==> config.mk <==
export PLATFORM = sky130hd
export DESIGN_NAME = ptme_top
export DESIGN_NICKNAME = d
export VERILOG_FILES = /design/src/hw/ptme_pkg.sv /design/src/hw/ptme_top.sv
export VERILOG_INCLUDE_DIRS = /design/src /design/src/hw
export SDC_FILE = /design/constraint.sdc
export NUM_CORES = 1
export LEC_CHECK = 0
export ABC_AREA = 1
export BUFFER_PORTS_ARGS = -buffer_cell sky130_fd_sc_hd__buf_2
export CAP_MARGIN = 10
export CORE_MARGIN = 8
export CORE_UTILIZATION = 46
export CTS_CLUSTER_DIAMETER = 60
export CTS_CLUSTER_SIZE = 30
export DETAILED_ROUTE_END_ITERATION = 10
export PLACE_DENSITY = 0.77
export SLEW_MARGIN = 40
export SYNTH_ARGS = -nofsm -noshare
export SYNTH_HDL_FRONTEND = slang
export SYNTH_SLANG_ARGS = --single-unit
==> constraint.sdc <==
create_clock -name pclk -period 3.2 [get_ports pclk]
set_input_delay 0.16 -clock pclk [delete_from_list [all_inputs] [get_ports pclk]]
set_output_delay 0.16 -clock pclk [all_outputs]
set_load 0.01 [all_outputs]
==> src/hw/ptme_params.svh <==
`ifndef PTME_PARAMS_SVH
`define PTME_PARAMS_SVH

// register byte offsets
`define PTME_OFF_CTRL0 8'h00
`define PTME_OFF_CTRL1 8'h04
`define PTME_OFF_CMPA 8'h08
`define PTME_OFF_CMPP 8'h0C
`define PTME_OFF_STATUS 8'h10
`define PTME_OFF_COUNT 8'h14

// control word 0 fields
`define PTME_C0_ON_BIT 0
`define PTME_C0_PAUSE_BIT 1

// control word 1 fields
`define PTME_C1_MODE_HI 7
`define PTME_C1_MODE_LO 6
`define PTME_C1_PF_HI 5
`define PTME_C1_PF_LO 4
`define PTME_C1_OLC_BIT 3
`define PTME_C1_INV_BIT 2
`define PTME_C1_CSRC_BIT 1
`define PTME_C1_CLR_BIT 0

// status fields, write one to clear
`define PTME_ST_A_BIT 0
`define PTME_ST_P_BIT 1

// reset values and counter limits
`define PTME_RST_CTRL1 8'h00
`define PTME_RST_CMP 10'h000
`define PTME_CNT_MAX 10'h3FF

// pin-function encodings
`define PTME_PF_NONE 2'b00
`define PTME_PF_LOW 2'b01
`define PTME_PF_HIGH 2'b10
`define PTME_PF_TGL 2'b11

`endif

==> src/hw/ptme_pkg.sv <==
package ptme_pkg;

  typedef enum logic [1:0] {
    PTME_MODE_CMP = 2'b00,
    PTME_MODE_CAP = 2'b01,
    PTME_MODE_PWM = 2'b10,
    PTME_MODE_TMR = 2'b11
  } ptme_mode_e;

  typedef struct packed {
    ptme_mode_e mode;
    logic [1:0] pin_function;
    logic output_level_ctrl;
    logic output_invert;
    logic capture_source_sel;
    logic clear_source_sel;
  } ptme_ctrl_s;

  typedef struct packed {
    logic counter_on;
    logic pause;
  } ptme_run_s;

endpackage : ptme_pkg

==> src/hw/ptme_top.sv <==
// Notes on behaviour
// - mode field 00 selects compare-match output mode.
// - clear-select low: clear on P match or overflow if P zero; A and P flags.
// - clear-select high: clear on A match; only the A flag is raised.
// - A zero: counter runs to 3FF and wraps, no A flag.
// - compare pin changes only on A match: high, low or toggle per field.
// - compare pin takes the output-level bit when counter-on rises.
// - mode 11 counts and flags as compare mode, pin not driven.
// - PWM period is P (1024 when zero); duty lasts A counts.
// - PWM output active whole period when A reaches or passes period.
// - PWM raises A flag on A match and P flag on P match.
// - PWM: level bit picks polarity, pin function forces or enables, invert flips.
// - clear-select is ignored in PWM mode.
// - counter-on rise starts pulse; external clock pin edge sets counter-on.
// - pulse ends on software clear or A match auto-clear with flag.
// - single pulse: counter zeroed only on counter-on rise; P, clear-select ignored.
// - mode 01 captures from capture pin or ext clock pin per select.
// - active edge copies counter into A and raises flag; counting continues.
// - capture mode: P match zeroes counter and raises flag.
// - capture mode pin function 11: no capture, counter keeps running.
// - counter-on rise zeroes counter; fall stops counter keeping its value.
//
// Register access over APB and the placing of the registers are this design's own decisions.
`timescale 1ns/100ps
`default_nettype none
`include "ptme_params.svh"

module ptme_top #(
  parameter int ADDR_W = 8,
  parameter int CNT_W = 10
) (
  input wire logic pclk,
  input wire logic presetn,
  input wire logic psel,
  input wire logic penable,
  input wire logic pwrite,
  input wire logic [ADDR_W-1:0] paddr,
  input wire logic [31:0] pwdata,
  output logic [31:0] prdata,
  output logic pready,
  output logic pslverr,
  input wire logic timer_tick,
  input wire logic ext_clock_pin,
  input wire logic capture_input_pin,
  output logic timer_output_pin,
  output logic timer_output_en,
  output logic match_a_flag,
  output logic match_p_flag
);

  // pin synchronisers: index 0 capture pin, 1 ext clock pin
  logic [1:0] pin_raw;
  logic [1:0] sync1_r;
  logic [1:0] sync2_r;
  logic [1:0] sync3_r;

  ptme_pkg::ptme_ctrl_s ctrl_r;
  ptme_pkg::ptme_run_s run_r;
  logic on_d_r;
  logic [CNT_W-1:0] cnt_r;
  logic [CNT_W-1:0] cmpa_r;
  logic [CNT_W-1:0] cmpp_r;
  logic flag_a_r;
  logic flag_p_r;
  logic cmp_lvl_r;
  logic pin_r;
  logic pin_en_r;
  logic pready_r;
  logic pslverr_r;
  logic [31:0] prdata_r;

  logic wr_en;
  logic rd_phase;
  logic [CNT_W:0] inc;
  logic run;
  logic on_rise;
  logic a_hit;
  logic p_hit;
  logic single;
  logic cap_sig;
  logic cap_prev;
  logic cap_evt;
  logic ext_rise;
  logic clr_a;
  logic clr_p;
  logic set_a;
  logic set_p;
  logic pwm_act;
  logic pin_nxt;
  logic [31:0] rd_nxt;
  logic rd_ok;

  // compare match on the incremented count; zero reference means overflow when zero_is_wrap is set, else no match
  function automatic logic ref_hit(
    input logic [CNT_W:0] v,
    input logic [CNT_W-1:0] r,
    input logic zero_is_wrap
  );
    logic h;
    h = 1'b0;
    if (r == '0) begin
      h = zero_is_wrap & v[CNT_W];
    end else begin
      h = (v[CNT_W-1:0] == r) & ~v[CNT_W];
    end
    return h;
  endfunction : ref_hit

  function automatic logic is_reg(input logic [ADDR_W-1:0] a);
    logic ok;
    ok = 1'b0;
    case (a)
      `PTME_OFF_CTRL0, `PTME_OFF_CTRL1, `PTME_OFF_CMPA,
      `PTME_OFF_CMPP, `PTME_OFF_STATUS, `PTME_OFF_COUNT: ok = 1'b1;
      default: ok = 1'b0;
    endcase
    return ok;
  endfunction : is_reg

  assign pin_raw = {ext_clock_pin, capture_input_pin};

  genvar gi;
  generate
    for (gi = 0; gi < 2; gi++) begin : g_sync
      always_ff @(posedge pclk or negedge presetn) begin
        if (!presetn) begin
          sync1_r[gi] <= 1'b0;
          sync2_r[gi] <= 1'b0;
          sync3_r[gi] <= 1'b0;
        end else begin
          sync1_r[gi] <= pin_raw[gi];
          sync2_r[gi] <= sync1_r[gi];
          sync3_r[gi] <= sync2_r[gi];
        end
      end
    end
  endgenerate

  // apb decode
  assign rd_phase = psel & penable & ~pready_r;
  assign wr_en = psel & penable & pready_r & pwrite & is_reg(paddr);

  // timer events
  assign single = (ctrl_r.mode == ptme_pkg::PTME_MODE_PWM) &
                  (ctrl_r.pin_function == `PTME_PF_TGL);
  assign run = run_r.counter_on & ~run_r.pause & timer_tick & ~on_rise;
  assign on_rise = run_r.counter_on & ~on_d_r;
  assign inc = {1'b0, cnt_r} + {{CNT_W{1'b0}}, 1'b1};
  assign a_hit = run & ref_hit(inc, cmpa_r, 1'b0);
  assign p_hit = run & ref_hit(inc, cmpp_r, 1'b1);

  assign cap_sig = ctrl_r.capture_source_sel ? sync2_r[1] : sync2_r[0];
  assign cap_prev = ctrl_r.capture_source_sel ? sync3_r[1] : sync3_r[0];
  assign ext_rise = sync2_r[1] & ~sync3_r[1];

  always_comb begin
    cap_evt = 1'b0;
    if ((ctrl_r.mode == ptme_pkg::PTME_MODE_CAP) && run_r.counter_on) begin
      case (ctrl_r.pin_function)
        2'b00: cap_evt = cap_sig & ~cap_prev;
        2'b01: cap_evt = ~cap_sig & cap_prev;
        2'b10: cap_evt = cap_sig ^ cap_prev;
        default: cap_evt = 1'b0;
      endcase
    end
  end

  // flag sources per mode
  always_comb begin
    set_a = 1'b0;
    set_p = 1'b0;
    case (ctrl_r.mode)
      ptme_pkg::PTME_MODE_CMP, ptme_pkg::PTME_MODE_TMR: begin
        set_a = a_hit;
        set_p = p_hit & ~ctrl_r.clear_source_sel;
      end
      ptme_pkg::PTME_MODE_PWM: begin
        set_a = a_hit;
        set_p = p_hit & ~single;
      end
      ptme_pkg::PTME_MODE_CAP: begin
        set_a = cap_evt;
        set_p = p_hit;
      end
      default: begin
        set_a = 1'b0;
        set_p = 1'b0;
      end
    endcase
  end

  // counter
  always_ff @(posedge pclk or negedge presetn) begin
    if (!presetn) begin
      cnt_r <= '0;
    end else if (on_rise) begin
      cnt_r <= '0;
    end else if (run) begin
      case (ctrl_r.mode)
        ptme_pkg::PTME_MODE_CMP, ptme_pkg::PTME_MODE_TMR: begin
          if (ctrl_r.clear_source_sel ? a_hit : p_hit) begin
            cnt_r <= '0;
          end else begin
            cnt_r <= inc[CNT_W-1:0];
          end
        end
        ptme_pkg::PTME_MODE_PWM: begin
          if (p_hit && !single) begin
            cnt_r <= '0;
          end else begin
            cnt_r <= inc[CNT_W-1:0];
          end
        end
        ptme_pkg::PTME_MODE_CAP: begin
          if (p_hit) begin
            cnt_r <= '0;
          end else begin
            cnt_r <= inc[CNT_W-1:0];
          end
        end
        default: cnt_r <= cnt_r;
      endcase
    end
  end

  // counter-on and pause controls
  always_ff @(posedge pclk or negedge presetn) begin
    if (!presetn) begin
      run_r <= '0;
    end else if (wr_en && paddr == `PTME_OFF_CTRL0) begin
      run_r.counter_on <= pwdata[`PTME_C0_ON_BIT];
      run_r.pause <= pwdata[`PTME_C0_PAUSE_BIT];
    end else if (single && a_hit) begin
      run_r.counter_on <= 1'b0;
    end else if (single && ext_rise) begin
      run_r.counter_on <= 1'b1;
    end
  end

  always_ff @(posedge pclk or negedge presetn) begin
    if (!presetn) begin
      on_d_r <= 1'b0;
    end else begin
      on_d_r <= run_r.counter_on;
    end
  end

  always_ff @(posedge pclk or negedge presetn) begin
    if (!presetn) begin
      ctrl_r <= ptme_pkg::ptme_ctrl_s'(`PTME_RST_CTRL1);
    end else if (wr_en && paddr == `PTME_OFF_CTRL1) begin
      ctrl_r <= ptme_pkg::ptme_ctrl_s'(pwdata[7:0]);
    end
  end

  // compare A: capture wins over a software write
  always_ff @(posedge pclk or negedge presetn) begin
    if (!presetn) begin
      cmpa_r <= `PTME_RST_CMP;
    end else if (cap_evt) begin
      cmpa_r <= cnt_r;
    end else if (wr_en && paddr == `PTME_OFF_CMPA) begin
      cmpa_r <= pwdata[CNT_W-1:0];
    end
  end

  always_ff @(posedge pclk or negedge presetn) begin
    if (!presetn) begin
      cmpp_r <= `PTME_RST_CMP;
    end else if (wr_en && paddr == `PTME_OFF_CMPP) begin
      cmpp_r <= pwdata[CNT_W-1:0];
    end
  end

  // sticky flags, set wins over clear
  assign clr_a = wr_en & (paddr == `PTME_OFF_STATUS) & pwdata[`PTME_ST_A_BIT];
  assign clr_p = wr_en & (paddr == `PTME_OFF_STATUS) & pwdata[`PTME_ST_P_BIT];

  always_ff @(posedge pclk or negedge presetn) begin
    if (!presetn) begin
      flag_a_r <= 1'b0;
      flag_p_r <= 1'b0;
    end else begin
      flag_a_r <= set_a | (flag_a_r & ~clr_a);
      flag_p_r <= set_p | (flag_p_r & ~clr_p);
    end
  end

  // compare-mode pin level
  always_ff @(posedge pclk or negedge presetn) begin
    if (!presetn) begin
      cmp_lvl_r <= 1'b0;
    end else if (ctrl_r.mode == ptme_pkg::PTME_MODE_CMP) begin
      if (on_rise) begin
        cmp_lvl_r <= ctrl_r.output_level_ctrl;
      end else if (a_hit) begin
        case (ctrl_r.pin_function)
          `PTME_PF_LOW: cmp_lvl_r <= 1'b0;
          `PTME_PF_HIGH: cmp_lvl_r <= 1'b1;
          `PTME_PF_TGL: cmp_lvl_r <= ~cmp_lvl_r;
          default: cmp_lvl_r <= cmp_lvl_r;
        endcase
      end
    end
  end

  // pwm and single-pulse active state
  always_comb begin
    case (ctrl_r.pin_function)
      `PTME_PF_NONE: pwm_act = 1'b0;
      `PTME_PF_LOW: pwm_act = 1'b1;
      `PTME_PF_HIGH: pwm_act = (cnt_r < cmpa_r);
      default: pwm_act = run_r.counter_on;
    endcase
  end

  always_comb begin
    pin_nxt = pin_r;
    case (ctrl_r.mode)
      ptme_pkg::PTME_MODE_CMP: pin_nxt = cmp_lvl_r ^ ctrl_r.output_invert;
      ptme_pkg::PTME_MODE_PWM: begin
        pin_nxt = (pwm_act ? ctrl_r.output_level_ctrl
                  : ~ctrl_r.output_level_ctrl) ^ ctrl_r.output_invert;
      end
      default: pin_nxt = pin_r;
    endcase
  end

  always_ff @(posedge pclk or negedge presetn) begin
    if (!presetn) begin
      pin_r <= 1'b0;
      pin_en_r <= 1'b0;
    end else begin
      pin_r <= pin_nxt;
      pin_en_r <= (ctrl_r.mode == ptme_pkg::PTME_MODE_CMP) |
                  (ctrl_r.mode == ptme_pkg::PTME_MODE_PWM);
    end
  end

  // register read mux
  always_comb begin
    rd_nxt = 32'h0000_0000;
    rd_ok = is_reg(paddr);
    case (paddr)
      `PTME_OFF_CTRL0: begin
        rd_nxt[`PTME_C0_ON_BIT] = run_r.counter_on;
        rd_nxt[`PTME_C0_PAUSE_BIT] = run_r.pause;
      end
      `PTME_OFF_CTRL1: rd_nxt[7:0] = ctrl_r;
      `PTME_OFF_CMPA: rd_nxt[CNT_W-1:0] = cmpa_r;
      `PTME_OFF_CMPP: rd_nxt[CNT_W-1:0] = cmpp_r;
      `PTME_OFF_STATUS: begin
        rd_nxt[`PTME_ST_A_BIT] = flag_a_r;
        rd_nxt[`PTME_ST_P_BIT] = flag_p_r;
      end
      `PTME_OFF_COUNT: rd_nxt[CNT_W-1:0] = cnt_r;
      default: rd_nxt = 32'h0000_0000;
    endcase
  end

  // one wait state, answer registered
  always_ff @(posedge pclk or negedge presetn) begin
    if (!presetn) begin
      pready_r <= 1'b0;
      pslverr_r <= 1'b0;
      prdata_r <= 32'h0000_0000;
    end else begin
      pready_r <= rd_phase;
      pslverr_r <= rd_phase & ~rd_ok;
      if (rd_phase && !pwrite) begin
        prdata_r <= rd_nxt;
      end else begin
        prdata_r <= 32'h0000_0000;
      end
    end
  end

  assign prdata = prdata_r;
  assign pready = pready_r;
  assign pslverr = pslverr_r;
  assign timer_output_pin = pin_r;
  assign timer_output_en = pin_en_r;
  assign match_a_flag = flag_a_r;
  assign match_p_flag = flag_p_r;

endmodule : ptme_top
`default_nettype wire

==> impl_metrics.yaml <==
run_status:
  outcome: "complete, no violations"
power_and_ir_drop:
  p_comb_share_pct: 4.6
  p_int_mw: 1.38
  switching_power_mw: 0.422
  power.density_mw_per_mm2: 386
  power_frac_seq_pct: 45.3
  power_leakage_nw: 2.44
  peakVddDrop_v: 0.000200
  swShare_pct: 23.4
  clockPowerShare_pct: 50.2
  power_mw: 1.80
critical_path:
  cp_num_buf_inv: 0
  worstSetupPathType: "reg2reg"
  slowest_stage: "dfrtp_1"
  critPathMaxStageDelay_ns: 0.55
  start_kind: "register"
  cpMostUsedCell: "nand2_1"
  crit_family: "simple AND/OR/NAND/NOR gates"
  crit_arrival_ns: 2.89
  required_ns: 3.44
  crit_chain: "ha_1 > nand2_1 > nor2_2 > nand2_1 > nand2_1 > nand2_1 > nand2_1 > nand2_1 > nor2_1 > nand4_1 > nand2_1 > nand2_1 > nand2_1 > nand3_4 > nand3_1 > nand2_1"
  end_kind: "register"
  path_max_fanout: 10
yosys:
  async_flop_share_pct: 100
  synth_area_leaders: "dfrtp_1 39%, nand2_1 14%, ha_1 6.0%, inv_1 5.8%, o21ai_0 4.4%"
  ys.flop_type: "dfrtp_1"
  synth.most_common_cell: "nand2_1"
  synth_top_area_share_pct: 38.7
  synth_edf_count: 0
  ys_ff_latch: 64
  synth_area_mm2: 0.00414
  synthTopCellsByCount: "152 x nand2_1, 64 x dfrtp_1, 64 x inv_1, 40 x nor2_1, 36 x o21ai_0"
  synth_cells: 545
  synth_warnings: 0
  synth_area_per_cell_um2: 7.60
  synth_cell_types: 44
  synth-seq-area-share_pct: 38.7
  synth.largest_area_cell: "dfrtp_1"
sta:
  final.setup.tns_ns: 0
  period_minus_slack_ns: 2.65
  max_freq_mhz: 377
  rsz0062_at_grt: "no"
  finClkSkew_ns: 0.0155
  slew_violations: 0
  hold_viol_final: 0
  max-slew-margin-rel_pct: 44.2
  worstMarginPinSlew_ns: 0.828
  setup_violations: 0
  period_share_pct: 82.9
  fin_hold_ws_ns: 0.0450
route:
  routed_via_density: 5.48
  drc: 0
  postRouteAntennaNets: 0
  dr.pass1.iters: 5
  vias: 3883
  wl_per_cell_um: 17.5
  drtIter0Drc: 355
  wl_mm: 12.4
cts:
  clkSinkCount: 64
  htreeDepth: 3
  cts.clk_slew.worst_paths_ns: 0.08
  insertion_delay_ns: 0.36
  cts_max_path_buffers: 2
  numCtsBuffers: 9
  root_buffer: "clkbuf_8"
  cts_tree: "done"
cells_and_area:
  area_delta_synth_final_pct: 12.7
  fin_area_mm2: 0.00467
  diodes: 0
  drive_above_1_share_pct: 15.5
  nNetsFinal: 664
placement:
  portBuffers: 41
  gp_congestion: 0.940
  dpl.hpwl_mm: 9.22
  placed_area_mm2: 0.00438
global_route:
  antenna_found_initial: 0
  gr-usage-all-layers_pct: 19.9
  grt_pass1_wl_mm: 19.8
  grt.overflow.total: 0
  grt_max_degree: 36
  grt_pass1_vias: 3821
die:
  die_h_um: 111
  core-area_mm2: 0.00872
  rows: 34
  dieArea_mm2: 0.0123
  start_util_pct: 47.5
  dieWidth_um: 111
  io_pins: 86
hold_path:
  min_path_type: "in2reg"
flow_run:
  drv_cap: 0
-- kinds of logic (layout without fill, tap and decap cells) --
group | count (synthesis) | in the layout | share of synthesized area [%]
AO/OA/AOI/OAI | 88 | 88 | 12.1
XOR/XNOR | 8 | 8 | 1.69
adder cells (fa/ha/maj) | 20 | 20 | 6.04
buffers and inverters | 96 | 131 | 11.1
flip-flops | 64 | 64 | 38.7
multiplexers | 3 | 3 | 0.816
other | 1 | 22 | 0.0906
AND/OR/NAND/NOR | 265 | 265 | 29.4
-- per-layer routing --
layer | part of all wire (%) | vias to the layer above | GRT usage (%)
met5 | 0 | - | 0
met4 | 1.6 | 0 | 6.58
met3 | 8.5 | 18 | 3.46
met2 | 48 | 197 | 33.8
met1 | 42 | 1844 | 24.8
li1 | - | 1824 | -
-- worst paths after layout --
kind / from / endpoint / slack (ns) / cells past startpoint
min in group asynchronous: presetn / sync2_r[0]$_DFF_PN0_ / 0.36 / 2
min: pwdata[2] / ctrl_r[2]$_DFFE_PN0P_ / 0.04 / 3
max in group asynchronous: presetn / cmpp_r[8]$_DFFE_PN0P_ / 1.89 / 3
max: cnt_r[0]$_DFFE_PN0P_ / cnt_r[4]$_DFFE_PN0P_ / 0.55 / 16
min reg2reg: sync1_r[0]$_DFF_PN0_ / sync2_r[0]$_DFF_PN0_ / 0.35 / 0
max reg2reg: cnt_r[0]$_DFFE_PN0P_ / cnt_r[4]$_DFFE_PN0P_ / 0.55 / 16
-- through the flow --
step	std cells	setup slack (ns)	utilization (%)
2_1_floorplan	566	1.11	-
3_3_place_gp	690	0.688	50.2
3_5_place_dp	690	0.651	50.3
4_1_cts	709	0.623	53.5
5_1_grt	709	0.434	53.5
6_report	709	0.548	53.5
-- repair_timing --
action	CTS	global route
setup endpoints to repair	0	0
hold endpoints to repair	31	0
hold buffers	3	0
resized for setup	0	0
buffers inserted	0	0
-- final cells by class --
type,count,area (um2)
fillers,820,4050
flip-flops and latches,64,1600
repair buffers,47,258
well taps,108,135
inverters,68,256
clock buffers,10,138
clock inverters,6,115
multi-input cells,406,2160
-- power by group through the flow --
stage	Sequential (mW)	Combinational (mW)	Clock, mW
2_1_floorplan	0.832	0.0508	0
3_3_place_gp	0.832	0.0762	0
3_5_place_dp	0.832	0.0787	0
4_1_cts	0.816	0.0814	0.910
5_1_grt	0.817	0.0933	0.944
6_report	0.816	0.0820	0.904
-- flip-flops by register name, indices dropped and copies added (netlist names), 8 cells and up --
name,cells
cmpp_r,10
ctrl_r,8
cmpa_r,10
cnt_r,10
prdata,10
-- placed cells by master, fill, tap and decap left out, types with 4 or more instances in the layout --
| cell | netlist | layout |
|---|---|---|
| a21oi_1 | 19 | 19 |
| buf_2 | 1 | 41 |
| clkbuf_8 | 0 | 10 |
| conb_1 | 1 | 22 |
| dfrtp_1 | 64 | 64 |
| ha_1 | 20 | 20 |
| inv_1 | 64 | 64 |
| nand2_1 | 152 | 152 |
| nand2_2 | 6 | 6 |
| nand3_1 | 34 | 34 |
| nand4_1 | 6 | 6 |
| nor2_1 | 40 | 40 |
| nor2_4 | 4 | 4 |
| nor3_1 | 4 | 4 |
| o211ai_1 | 5 | 5 |
| o21ai_0 | 36 | 36 |
| o21ai_1 | 8 | 8 |
| o22ai_1 | 10 | 10 |
| xor2_1 | 8 | 8 |
-- worst min-delay path: stages --
cell	delay [ns]
buf_2	0.10
nand2_1	0.05
o21ai_0	0.06
(Power assumes the default switching activity.)
